`config.mk`:
```
export PLATFORM = sky130hd
export DESIGN_NAME = bsx_core
export DESIGN_NICKNAME = d
export VERILOG_FILES = /design/src/inc/bsx_pkg.sv /design/src/core/bsx_alu.sv /design/src/core/bsx_cond.sv /design/src/core/bsx_core.sv
export SDC_FILE = /design/constraint.sdc
export NUM_CORES = 1
export LEC_CHECK = 0
export BUFFER_PORTS_ARGS = -buffer_cell sky130_fd_sc_hd__buf_2
export CORE_MARGIN = 1.5
export CORE_UTILIZATION = 30
export CTS_CLUSTER_SIZE = 25
export DETAILED_ROUTE_END_ITERATION = 6
export PLACE_DENSITY = 0.56
export SLEW_MARGIN = 40
export SYNTH_ARGS = -nofsm -noshare
export SYNTH_HDL_FRONTEND = slang
export SYNTH_SLANG_ARGS = --single-unit
```
`constraint.sdc`:
```
create_clock -name clk_in -period 4.4 [get_ports clk_in]
set_input_delay 0.88 -clock clk_in [delete_from_list [all_inputs] [get_ports clk_in]]
set_output_delay 0.88 -clock clk_in [all_outputs]
set_load 0.01 [all_outputs]
```
`src/inc/bsx_pkg.sv`:
```
package bsx_pkg;

    localparam int INSTR_W = 16;
    localparam int DATA_W  = 8;

    // sequencer states, gray along exec -> skip -> skip2
    typedef enum logic [1:0] {
        ST_EXEC  = 2'b00,
        ST_SKIP  = 2'b01,
        ST_SKIP2 = 2'b11,
        ST_HOLD  = 2'b10
    } bsx_state_t;

    typedef enum logic [3:0] {
        OP_NONE     = 4'h0,
        OP_CMP_IMM  = 4'h1,
        OP_SKIP_REG = 4'h2,
        OP_SKIP_IO  = 4'h3,
        OP_BRANCH   = 4'h4,
        OP_IO_BIT   = 4'h5,
        OP_SHL      = 4'h6,
        OP_ROTL     = 4'h7,
        OP_SHR      = 4'h8,
        OP_ROTR     = 4'h9,
        OP_SHRA     = 4'hA
    } bsx_op_t;

    // status flag positions
    localparam int FLAG_C = 0;
    localparam int FLAG_Z = 1;
    localparam int FLAG_N = 2;
    localparam int FLAG_V = 3;
    localparam int FLAG_S = 4;
    localparam int FLAG_H = 5;

    // instruction fields
    localparam int POL_BIT    = 9;
    localparam int BR_POL_BIT = 10;
    localparam int BR_K_W     = 7;

    // opcode mask and match pairs
    localparam logic [15:0] MASK_CMP_IMM  = 16'hF000;
    localparam logic [15:0] MATCH_CMP_IMM = 16'h3000;
    localparam logic [15:0] MASK_SKREG    = 16'hFC08;
    localparam logic [15:0] MATCH_SKREG   = 16'hFC00;
    localparam logic [15:0] MASK_IO       = 16'hFD00;
    localparam logic [15:0] MATCH_SKIO    = 16'h9900;
    localparam logic [15:0] MATCH_IOBIT   = 16'h9800;
    localparam logic [15:0] MASK_BR       = 16'hF800;
    localparam logic [15:0] MATCH_BR      = 16'hF000;
    localparam logic [15:0] MASK_SHR      = 16'hFE0F;
    localparam logic [15:0] MATCH_SHR     = 16'h9406;
    localparam logic [15:0] MATCH_ROTR    = 16'h9407;
    localparam logic [15:0] MATCH_SHRA    = 16'h9405;
    localparam logic [15:0] MASK_SHL      = 16'hFC00;
    localparam logic [15:0] MATCH_SHL     = 16'h0C00;
    localparam logic [15:0] MATCH_ROTL    = 16'h1C00;
    localparam logic [15:0] MASK_LDST     = 16'hFC0F;
    localparam logic [15:0] MATCH_LDST    = 16'h9000;
    localparam logic [15:0] MASK_JMPC     = 16'hFE0C;
    localparam logic [15:0] MATCH_JMPC    = 16'h940C;

    // register port map
    localparam logic [1:0] REG_CTRL   = 2'h0;
    localparam logic [1:0] REG_STATUS = 2'h1;
    localparam logic [1:0] REG_PC_LO  = 2'h2;
    localparam logic [1:0] REG_PC_HI  = 2'h3;
    localparam int         CTRL_RUN    = 0;
    localparam logic [7:0] CTRL_RESET  = 8'h00;
    localparam logic [7:0] FLAGS_RESET = 8'h00;

endpackage

```
`src/core/bsx_alu.sv`:
```
module bsx_alu
    import bsx_pkg::*;
(
    // operation and operands
    input  wire bsx_op_t     op_in,
    input  wire logic [7:0]  opa_in,
    input  wire logic [7:0]  imm_in,
    input  wire logic [7:0]  flags_in,
    // results
    output logic      [7:0]  res_out,
    output logic      [7:0]  flags_out
);

    logic [7:0] r;
    logic       c;

    always_comb begin
        r         = opa_in;
        c         = flags_in[FLAG_C];
        flags_out = flags_in;
        case (op_in)
            OP_CMP_IMM: begin
                r = opa_in - imm_in;
                flags_out[FLAG_H] = (~opa_in[3] & imm_in[3]) |
                    (imm_in[3] & r[3]) | (r[3] & ~opa_in[3]);
                flags_out[FLAG_V] = (opa_in[7] & ~imm_in[7] & ~r[7]) |
                    (~opa_in[7] & imm_in[7] & r[7]);
                c = (~opa_in[7] & imm_in[7]) | (imm_in[7] & r[7]) |
                    (r[7] & ~opa_in[7]);
            end
            OP_SHL: begin
                r = {opa_in[6:0], 1'b0};
                c = opa_in[7];
            end
            OP_ROTL: begin
                r = {opa_in[6:0], flags_in[FLAG_C]};
                c = opa_in[7];
            end
            OP_SHR: begin
                r = {1'b0, opa_in[7:1]};
                c = opa_in[0];
            end
            OP_ROTR: begin
                r = {flags_in[FLAG_C], opa_in[7:1]};
                c = opa_in[0];
            end
            OP_SHRA: begin
                r = {opa_in[7], opa_in[7:1]};
                c = opa_in[0];
            end
            default: begin
                r = opa_in;
            end
        endcase
        res_out = r;
        if (op_in != OP_NONE && op_in != OP_SKIP_REG &&
            op_in != OP_SKIP_IO && op_in != OP_BRANCH &&
            op_in != OP_IO_BIT) begin
            flags_out[FLAG_C] = c;
            flags_out[FLAG_Z] = (r == 8'h00);
            flags_out[FLAG_N] = r[7];
            if (op_in != OP_CMP_IMM) begin
                flags_out[FLAG_V] = r[7] ^ c;
            end
            // keep the sign flag coherent for the signed branches
            flags_out[FLAG_S] = r[7] ^ flags_out[FLAG_V];
        end
    end

endmodule

```
`src/core/bsx_cond.sv`:
```
module bsx_cond
    import bsx_pkg::*;
(
    // decoded instruction
    input  wire bsx_op_t     op_in,
    input  wire logic [15:0] instr_in,
    // tested sources
    input  wire logic [7:0]  flags_in,
    input  wire logic [7:0]  gpr_in,
    input  wire logic [7:0]  io_in,
    // condition met
    output logic             take_out
);

    logic [2:0] sel;

    always_comb begin
        sel = instr_in[2:0];
        case (op_in)
            OP_SKIP_REG: take_out = (gpr_in[sel] == instr_in[POL_BIT]);
            OP_SKIP_IO:  take_out = (io_in[sel] == instr_in[POL_BIT]);
            // named forms are this test with a fixed flag
            // flags H, T, V and I are tested the same way
            OP_BRANCH:
                take_out = (flags_in[sel] == ~instr_in[BR_POL_BIT]);
            default:     take_out = 1'b0;
        endcase
    end

    // S bit holds N xor V, so the signed forms test it directly
    // interrupt enable sits at bit 7 of the flags

endmodule

```
`src/core/bsx_core.sv`:
```
// The placing of the registers and the address-and-strobe port were left to the implementer.
module bsx_core
    import bsx_pkg::*;
#(
    parameter int PC_W = 13
)
(
    // clock and reset
    input  wire logic              clk_in,
    input  wire logic              rstn_in,
    // program memory, combinational read
    output logic [PC_W-1:0]        prog_addr_out,
    input  wire logic [15:0]       prog_data_in,
    // working register file
    output logic [4:0]             gpr_raddr_out,
    input  wire logic [7:0]        gpr_rdata_in,
    output logic                   gpr_we_out,
    output logic [4:0]             gpr_waddr_out,
    output logic [7:0]             gpr_wdata_out,
    // low I/O space
    output logic [4:0]             io_raddr_out,
    input  wire logic [7:0]        io_rdata_in,
    output logic                   io_we_out,
    output logic [4:0]             io_waddr_out,
    output logic [7:0]             io_wdata_out,
    // register port
    input  wire logic [1:0]        reg_addr_in,
    input  wire logic [7:0]        reg_wdata_in,
    input  wire logic              reg_wr_in,
    input  wire logic              reg_rd_in,
    output logic [7:0]             reg_rdata_out,
    // status
    output logic [7:0]             flags_out
);

    if (PC_W < 9 || PC_W > 16) begin : g_pc_w_check
        $error("PC_W must lie in 9..16");
    end

    function automatic bsx_op_t decode_op(input logic [15:0] w);
        logic same;
        same = (w[9] == w[8]) && (w[3:0] == w[7:4]);
        if ((w & MASK_CMP_IMM) == MATCH_CMP_IMM) begin
            decode_op = OP_CMP_IMM;
        end else if ((w & MASK_SKREG) == MATCH_SKREG) begin
            decode_op = OP_SKIP_REG;
        end else if ((w & MASK_IO) == MATCH_SKIO) begin
            decode_op = OP_SKIP_IO;
        end else if ((w & MASK_IO) == MATCH_IOBIT) begin
            decode_op = OP_IO_BIT;
        end else if ((w & MASK_BR) == MATCH_BR) begin
            decode_op = OP_BRANCH;
        end else if ((w & MASK_SHR) == MATCH_SHR) begin
            decode_op = OP_SHR;
        end else if ((w & MASK_SHR) == MATCH_ROTR) begin
            decode_op = OP_ROTR;
        end else if ((w & MASK_SHR) == MATCH_SHRA) begin
            decode_op = OP_SHRA;
        end else if ((w & MASK_SHL) == MATCH_SHL && same) begin
            decode_op = OP_SHL;
        end else if ((w & MASK_SHL) == MATCH_ROTL && same) begin
            decode_op = OP_ROTL;
        end else begin
            decode_op = OP_NONE;
        end
    endfunction

    function automatic logic is_two_word(input logic [15:0] w);
        is_two_word = ((w & MASK_LDST) == MATCH_LDST) ||
                      ((w & MASK_JMPC) == MATCH_JMPC);
    endfunction

    bsx_state_t       state_reg, state_next;
    logic [PC_W-1:0]  pc_reg, pc_next;
    logic [7:0]       flags_reg, flags_next;
    logic [7:0]       ctrl_reg, ctrl_next;
    logic [7:0]       rdata_reg, rdata_next;
    logic             gpr_we_reg, gpr_we_next;
    logic [4:0]       gpr_waddr_reg, gpr_waddr_next;
    logic [7:0]       gpr_wdata_reg, gpr_wdata_next;
    logic             io_we_reg, io_we_next;
    logic [4:0]       io_waddr_reg, io_waddr_next;
    logic [7:0]       io_wdata_reg, io_wdata_next;

    logic             exec_go;
    bsx_op_t          op;
    logic [7:0]       gpr_val;
    logic [7:0]       alu_res;
    logic [7:0]       alu_flags;
    logic             take;
    logic [PC_W-1:0]  k_ext;
    logic [7:0]       bit_mask;

    assign exec_go = (state_reg == ST_EXEC) && ctrl_reg[CTRL_RUN];
    assign op      = exec_go ? decode_op(prog_data_in) : OP_NONE;

    // compare immediate reaches only the upper sixteen registers
    assign gpr_raddr_out = (op == OP_CMP_IMM) ? {1'b1, prog_data_in[7:4]}
                                              : prog_data_in[8:4];
    // forward a write still in flight to the next reader
    assign gpr_val = (gpr_we_reg && gpr_waddr_reg == gpr_raddr_out)
                     ? gpr_wdata_reg : gpr_rdata_in;
    assign io_raddr_out = prog_data_in[7:3];
    assign k_ext = PC_W'({{(16 - BR_K_W){prog_data_in[9]}},
                          prog_data_in[9:3]});
    assign bit_mask = 8'h01 << prog_data_in[2:0];

    bsx_alu u_alu (
        .op_in     (op),
        .opa_in    (gpr_val),
        .imm_in    ({prog_data_in[11:8], prog_data_in[3:0]}),
        .flags_in  (flags_reg),
        .res_out   (alu_res),
        .flags_out (alu_flags)
    );

    bsx_cond u_cond (
        .op_in    (op),
        .instr_in (prog_data_in),
        .flags_in (flags_reg),
        .gpr_in   (gpr_val),
        .io_in    (io_rdata_in),
        .take_out (take)
    );

    // sequencer and execute
    always_comb begin
        state_next     = state_reg;
        pc_next        = pc_reg;
        flags_next     = flags_reg;
        gpr_we_next    = 1'b0;
        gpr_waddr_next = gpr_waddr_reg;
        gpr_wdata_next = gpr_wdata_reg;
        io_we_next     = 1'b0;
        io_waddr_next  = io_waddr_reg;
        io_wdata_next  = io_wdata_reg;
        // software write first, so execution results take precedence
        if (reg_wr_in && reg_addr_in == REG_STATUS) begin
            flags_next = reg_wdata_in;
        end
        case (state_reg)
            ST_EXEC: begin
                if (ctrl_reg[CTRL_RUN]) begin
                    pc_next = pc_reg + PC_W'(1);
                    case (op)
                        OP_CMP_IMM: begin
                            flags_next = alu_flags;
                        end
                        OP_SKIP_REG, OP_SKIP_IO: begin
                            if (take) begin
                                state_next = ST_SKIP;
                            end
                        end
                        OP_BRANCH: begin
                            if (take) begin
                                pc_next    = pc_reg + PC_W'(1) + k_ext;
                                state_next = ST_HOLD;
                            end
                        end
                        OP_IO_BIT: begin
                            io_we_next    = 1'b1;
                            io_waddr_next = prog_data_in[7:3];
                            io_wdata_next = prog_data_in[POL_BIT]
                                ? (io_rdata_in | bit_mask)
                                : (io_rdata_in & ~bit_mask);
                            state_next    = ST_HOLD;
                        end
                        OP_SHL, OP_ROTL, OP_SHR, OP_ROTR, OP_SHRA: begin
                            flags_next     = alu_flags;
                            gpr_we_next    = 1'b1;
                            gpr_waddr_next = prog_data_in[8:4];
                            gpr_wdata_next = alu_res;
                        end
                        default: begin
                            pc_next = pc_reg + PC_W'(1);
                        end
                    endcase
                end
            end
            ST_SKIP: begin
                pc_next = pc_reg + PC_W'(1);
                if (is_two_word(prog_data_in)) begin
                    state_next = ST_SKIP2;
                end else begin
                    state_next = ST_EXEC;
                end
            end
            ST_SKIP2: begin
                pc_next    = pc_reg + PC_W'(1);
                state_next = ST_EXEC;
            end
            default: begin
                state_next = ST_EXEC;
            end
        endcase
    end

    always_ff @(posedge clk_in or negedge rstn_in) begin
        if (!rstn_in) begin
            state_reg     <= ST_EXEC;
            pc_reg        <= '0;
            flags_reg     <= FLAGS_RESET;
            gpr_we_reg    <= 1'b0;
            gpr_waddr_reg <= '0;
            gpr_wdata_reg <= '0;
            io_we_reg     <= 1'b0;
            io_waddr_reg  <= '0;
            io_wdata_reg  <= '0;
        end else begin
            state_reg     <= state_next;
            pc_reg        <= pc_next;
            flags_reg     <= flags_next;
            gpr_we_reg    <= gpr_we_next;
            gpr_waddr_reg <= gpr_waddr_next;
            gpr_wdata_reg <= gpr_wdata_next;
            io_we_reg     <= io_we_next;
            io_waddr_reg  <= io_waddr_next;
            io_wdata_reg  <= io_wdata_next;
        end
    end

    // register port
    always_comb begin
        ctrl_next  = ctrl_reg;
        rdata_next = 8'h00;
        if (reg_wr_in && reg_addr_in == REG_CTRL) begin
            ctrl_next = reg_wdata_in;
        end
        if (reg_rd_in) begin
            if (reg_addr_in == REG_CTRL) begin
                rdata_next = ctrl_reg;
            end else if (reg_addr_in == REG_STATUS) begin
                rdata_next = flags_reg;
            end else if (reg_addr_in == REG_PC_LO) begin
                rdata_next = pc_reg[7:0];
            end else begin
                rdata_next = 8'(pc_reg >> 8);
            end
        end
    end

    always_ff @(posedge clk_in or negedge rstn_in) begin
        if (!rstn_in) begin
            ctrl_reg  <= CTRL_RESET;
            rdata_reg <= 8'h00;
        end else begin
            ctrl_reg  <= ctrl_next;
            rdata_reg <= rdata_next;
        end
    end

    assign prog_addr_out = pc_reg;
    assign gpr_we_out    = gpr_we_reg;
    assign gpr_waddr_out = gpr_waddr_reg;
    assign gpr_wdata_out = gpr_wdata_reg;
    assign io_we_out     = io_we_reg;
    assign io_waddr_out  = io_waddr_reg;
    assign io_wdata_out  = io_wdata_reg;
    assign reg_rdata_out = rdata_reg;
    assign flags_out     = flags_reg;
endmodule

```
======== After elaboration in Yosys (flattened, before gate mapping) ========
Index checks and enable logic that the tools add are counted.
storage, ports and cells
  memory bits (writable) .................. 0
  memory bits (read-only) ................. 0
  register bits ........................... 67
  output and inout port bits .............. 67
  bits of input ports ..................... 46
  latch bits .............................. 0
  memories kept ........................... 0
  logic and storage cells ................. 166
cells by class
  eq/ne operators ......................... 44
  muxes and demuxes ....................... 52
  $mul .................................... 0
  reduce and logical (&&, ||, !) cells .... 27
  shift-type cells ........................ 1
  divide/modulo/power cells ............... 0
  order comparisons ....................... 1
  add/subtract/negate cells ............... 3
  bitwise operators ....................... 24
operator list
  kind                   count
  $mux 8                 10
  $pmux 8 s6             1
  $mux 13                3
  $mux 4                 9
  $eq 11x11->1 const B   3
  $pmux 13 s2            1
  $eq 7x7->1 const B     3
  $eq 4x3->1 const B     4
  $ne 4x3->1 const B     4
  $add 13x1->13 const B  1
  $add 13x13->13         1
  $mux 1                 13
  $eq 4x2->1 const B     3
  $eq 4x4->1 const B     3
  $logic_and 1x1->1      11
  $eq 10x10->1 const B   1
  $mux 5                 2
  $and 1x1->1            9
  $bmux 1 s3             3
  $eq 9x9->1 const B     1
  $ne 3x3->1 const B     3
  $and 8x8->8            1
  $logic_not 8->1        1
  $mux 2                 4
  35 further kinds       57

======== Longest topological paths before layout ========
  depth in word-level cells ............... 32
  depth in mapped cells ................... 25
  mapped depth without buffers ............ 24

======== Cells and area by module ========
From an unflattened synthesis, not the netlist that was laid out.
second synthesis, totals
  cell total of the unflattened synthesis .. 584
  area, all modules ....................... 5560.3 µm²
modules (own cells, without submodules)
  module    sequential area each (µm²)  times used  area each (µm²)  cells each
  bsx_core  1676.6                      1           4453.0           451
  bsx_alu   0.0                         1           838.3            115
  bsx_cond  0.0                         1           269.0            18

======== Worst setup path before layout ========
No wires, ideal clock.
  kind .................................... input-to-reg
  start point ............................. input port prog_data_in[13]
  end point ............................... register flags_reg[3], in the netlist flags_out[3]
  library setup time ...................... 79 ps
  buffers on the path ..................... 0
  data required time ...................... 4321 ps
  arrival time ............................ 5240 ps
  cell stages on the path ................. 23
  slack ................................... -919 ps
  path through ............................ nand4bb_4 > or4_4 > o22ai_2 > o31a_2 > o2111ai_4 > nand2_4 > mux2i_1 > inv_1 > ha_1 > a21o_1 > a21oi_1 > o21bai_1 > a21oi_1 > o21bai_1 > a21oi_1 > fa_1 > nor2_1 > a31oi_1 > nor2_1 > a211oi_4 > xnor2_1 > mux2_1 > mux2i_1
on the way
  word-level cells in the longest chain between the ends .. 30
  elaborated cells between the ends (all ways) .. 68
  classes of those cells .................. add/sub: 1; eq/ne: 22; mux: 22; bitwise: 12; reduce/logical: 11
RTL lines
  item                    line             text
  start: declaration      bsx_core.sv:13   input wire logic [15:0] prog_data_in,
  $eq 6x3->1              bsx_core.sv:61   end else if ((w & MASK_SHL) == MATCH_ROTL && same) begin
  $logic_and 1x1->1       bsx_core.sv:61
  $mux 3                  bsx_core.sv:61
  $mux 3                  bsx_core.sv:59   end else if ((w & MASK_SHL) == MATCH_SHL && same) begin
  $mux 4                  bsx_core.sv:57   end else if ((w & MASK_SHR) == MATCH_SHRA) begin
  $mux 4                  bsx_core.sv:55   end else if ((w & MASK_SHR) == MATCH_ROTR) begin
  $mux 4                  bsx_core.sv:53   end else if ((w & MASK_SHR) == MATCH_SHR) begin
  $mux 4                  bsx_core.sv:51   end else if ((w & MASK_BR) == MATCH_BR) begin
  [... 15 more ...]       -
  $xor 1x1->1             bsx_alu.sv:63    flags_out[FLAG_V] = r[7] ^ c;
  $mux 1                  bsx_alu.sv:62    if (op_in != OP_CMP_IMM) begin
  $mux 1                  bsx_alu.sv:56    if (op_in != OP_NONE && op_in != OP_SKIP_REG &&
  $mux 5                  bsx_alu.sv:56
  $mux 8 *                bsx_core.sv:145  case (op)
  $mux 8 *                bsx_core.sv:143  if (ctrl_reg[CTRL_RUN]) begin
  $mux 8 *                bsx_core.sv:141  case (state_reg)
  net flags_next[3]       bsx_core.sv:75   logic [7:0] flags_reg, flags_next;
  end signal: assignment  bsx_core.sv:212  flags_reg <= flags_next;
  end: declaration        bsx_core.sv:75
The timed path passes the listed nets; every way through them passes the cells marked *. The select of a mux whose other input is x is not followed.
A chain may end at the register's enable or synchronous reset.

======== Worst setup path in the final report ========
  start point ............................. input port prog_data_in[9]
  end point ............................... register flags_reg[3], in the netlist flags_out[3]
on the way
  word-level cells in the longest chain between the ends .. 31
  elaborated cells between the ends (all ways) .. 63
  classes of those cells .................. add/sub: 1; eq/ne: 16; mux: 22; bitwise: 12; reduce/logical: 12
RTL lines
  item               line             text
  $eq 1x1->1         bsx_core.sv:42   same = (w[9] == w[8]) && (w[3:0] == w[7:4]);
  $logic_and 1x1->1  bsx_core.sv:42
  $logic_and 1x1->1  bsx_core.sv:61
  $mux 3             bsx_core.sv:61
  $mux 3             bsx_core.sv:59
  $mux 4             bsx_core.sv:57
  $mux 4             bsx_core.sv:55
  $mux 4             bsx_core.sv:53
  [... 16 more ...]  -
  $xor 1x1->1        bsx_alu.sv:63
  $mux 1             bsx_alu.sv:62
  $mux 1             bsx_alu.sv:56
  $mux 5             bsx_alu.sv:56
  $mux 8 *           bsx_core.sv:145
  $mux 8 *           bsx_core.sv:143
  $mux 8 *           bsx_core.sv:141
  net flags_next[3]  bsx_core.sv:75
Marks and branches as above.

==> metrics.yaml <==
outcome:
  status: "finished with violations"
  violations: "negative setup slack"
synthesis:
  ys_seq_area_share_pct: 32.9
  syn_nets: 619
  ys.flop_type: "dfrtp_1"
  synth.most_common_cell: "dfrtp_1"
  synth_area_per_cell_um2: 9.32
  synth_area_leaders: "dfrtp_1 (33%), ha_1 (5.4%), mux2i_1 (5.3%), mux2_2 (4.6%), xnor2_1 (4.6%)"
  synth_top_area_share_pct: 32.9
  yosysTopAreaCell: "dfrtp_1"
  ys_async_sr_fraction_pct: 100
  synth_cells: 547
  synth-edff-count: 0
  synth_seq_cells: 67
  synthTopCellsByCount: "dfrtp_1 (67), nand2_1 (61), nor2_1 (38), o21ai_0 (38), a21oi_1 (31)"
  netlist_area_um2: 5100
  yosysWarnings: 0
  synth.distinct_cells: 73
placed_design:
  place_ws_ns: -0.993
  placed_cell_area_um2: 6510
  gp_congestion: 0.931
  dp_hpwl_um: 13600
  dp_cells: 939
  portBuffers: 112
finish:
  design_area_um2: 6970
  fillers: 1672
  drive_gt1_share_pct: 39.8
  largest_register_ffs: 13
  nets: 809
  layoutNonFillerInstCount: 961
  syn_to_final_growth_pct: 36.7
  final_util_pct: 42.0
  n_antenna_cell: 0
global_routing:
  grt_pass1_vias: 4884
  track_usage_pct: 19.4
  grt_overflow_total: 0
  grt_max_degree: 45
  antenna_found_initial: 0
  grt_first_pass_wirelength_um: 26400
worst_hold_path:
  min_from: "io_wdata_out[1]"
  hold_depth: 2
  hold_class: "reg2reg"
drt:
  dr.first_iter.drc_count: 242
  drt-total-wl_um: 17000
  drt-met1-wl_um: 7770
  dr.pass1.iters: 4
  top_layer: "met4"
  wl_per_cell_um: 17.7
  wl_met2_um: 8170
  drtAntennaViolNets: 0
  drc: 0
  vias: 4847
  viasPerCell: 5.04
  wl_met3_um: 804
power:
  peakVddDrop_v: 0.000176
  powerDensity_nw_per_um2: 400
  power.total_uw: 2790
  leakage_uw: 0.00329
clock_network:
  htree_levels: 3
  clock_latency_ns: 0.34
  cts_tree: "yes"
  cts_buffers: 9
  cts.path.max_buffers: 2
  clk_pin_slew_ns: 0.06
  clockRootBuffer: "clkbuf_16"
  cts.sinks: 67
worst_setup_path:
  crit_start: "prog_data_in[9]"
  endpoint_kind: "register"
  r2r_cells: 23
  cp.arrival_ns: 5.17
  crit_fanout: 4
  crit_required_ns: 4.67
  path_class: "in2reg"
  setup.worst_path.start_class: "input port"
  regToRegStartpoint: "gpr_waddr_out[0]"
timing:
  fin_crit_sh_pct: 111
  rsz0062_at_grt: "yes"
  worst_pin_slew_ns: 0.636
  clock_skew_ns: 0.00611
  relSlewSlack_pct: 57.4
  finalSetupViolCount: 6
  setup_slack_ns: -0.503
  hold_viol: 0
  final.min_clock_period_ns: 4.90
  clock.fmax_mhz: 204
  drv_slew: 0
floorplan:
  start_util_pct: 30.8
  core_um2: 16600
  dieArea_um2: 17800
  placementRows: 47
  io_pins: 113
  dieWidth_um: 133
  dieHeight_um: 133
run:
  drv_cap: 0
## what timing repair did
action,CTS,global route
setup buffers,2,6
hold buffers,0,0
pin swaps,9,14
resized for setup,19,9
setup endpoints to repair,7,8
## cell usage in the layout, fill, tap and decap left out, types with 18 or more instances in the layout
cell type / count
mux2i_1: 26
buf_4: 91
xnor2_1: 27
nand3_1: 19
ha_1: 20
nand2_1: 61
nor2_1: 38
mux2_2: 18
o21ai_0: 34
inv_1: 23
dfrtp_1: 67
buf_2: 109
a21oi_1: 27
## critical path, stage by stage
cell and delay, ns:
buf_8 0.11, nand3b_1 0.16, or4_4 0.56, o21ai_4 0.21, o31a_2 0.21, o21ai_4 0.07, nand2_4 0.13, mux2i_2 0.26
inv_2 0.08, ha_4 0.26, a21o_1 0.11, a21oi_2 0.06, o21bai_1 0.16, a21oi_2 0.08, o21bai_1 0.15, a21oi_2 0.09
fa_1 0.57, nor2_1 0.05, a31oi_1 0.13, nor2_1 0.08, a211oi_4 0.24, xnor2_1 0.11, mux2_4 0.27, mux2i_1 0.13
## final cells by class
| class | count | area, um2 | share of cell area, % |
|---|---|---|---|
| Multi-Input combinational cell | 425 | 3320 | 47.6 |
| Clock inverter | 6 | 65.1 | 0.933 |
| Tap cell | 220 | 275 | 3.95 |
| Clock buffer | 9 | 225 | 3.23 |
| Inverter | 28 | 108 | 1.54 |
| Timing Repair Buffer | 206 | 1300 | 18.7 |
| Sequential cell | 67 | 1680 | 24.1 |
## metrics by stage
stage               hold WS (ns)  TNS, ns
floorplan                  0.476    -3.33
global placement           0.461    -4.95
detailed placement         0.469    -5.50
CTS                        0.482    -1.79
global route               0.516    -3.33
finish                     0.476    -2.09
## kinds of logic (layout without fill, tap and decap cells)
family,Yosys count,after routing,share of synthesized area (%)
AOI/OAI and AO/OA,129,129,17.4
xor gates and xnor gates,35,35,6.01
adders and majority gates,26,26,6.97
buffers and inverters,55,249,4.86
DFF,67,67,32.9
muxes,59,59,14.4
and+or+nand+nor,176,176,17.5
## power by group
| part | total [uW] | switching, uW | internal, uW | leakage [uW] |
|---|---|---|---|---|
| clock network | 727 | 291 | 436 | 0.000142 |
| registers | 878 | 162 | 717 | 0.000846 |
| logic | 1190 | 619 | 567 | 0.00231 |
## final timing paths
path	slack (ns)	end
max	-0.50	flags_out[3]
min	0.48	io_wdata_out[1]
max reg2reg	-0.04	flags_out[3]
min reg2reg	0.48	io_wdata_out[1]
max in group asynchronous	2.85	flags_out[6]
min in group asynchronous	0.54	gpr_wdata_out[2]
## layer usage
metal,track usage (%),up-vias
li1,-,2349
met1,25.4,2353
met2,32.3,128
met3,3.81,17
met4,5.86,0
met5,0,-
Power figures use the tool's default switching activity.
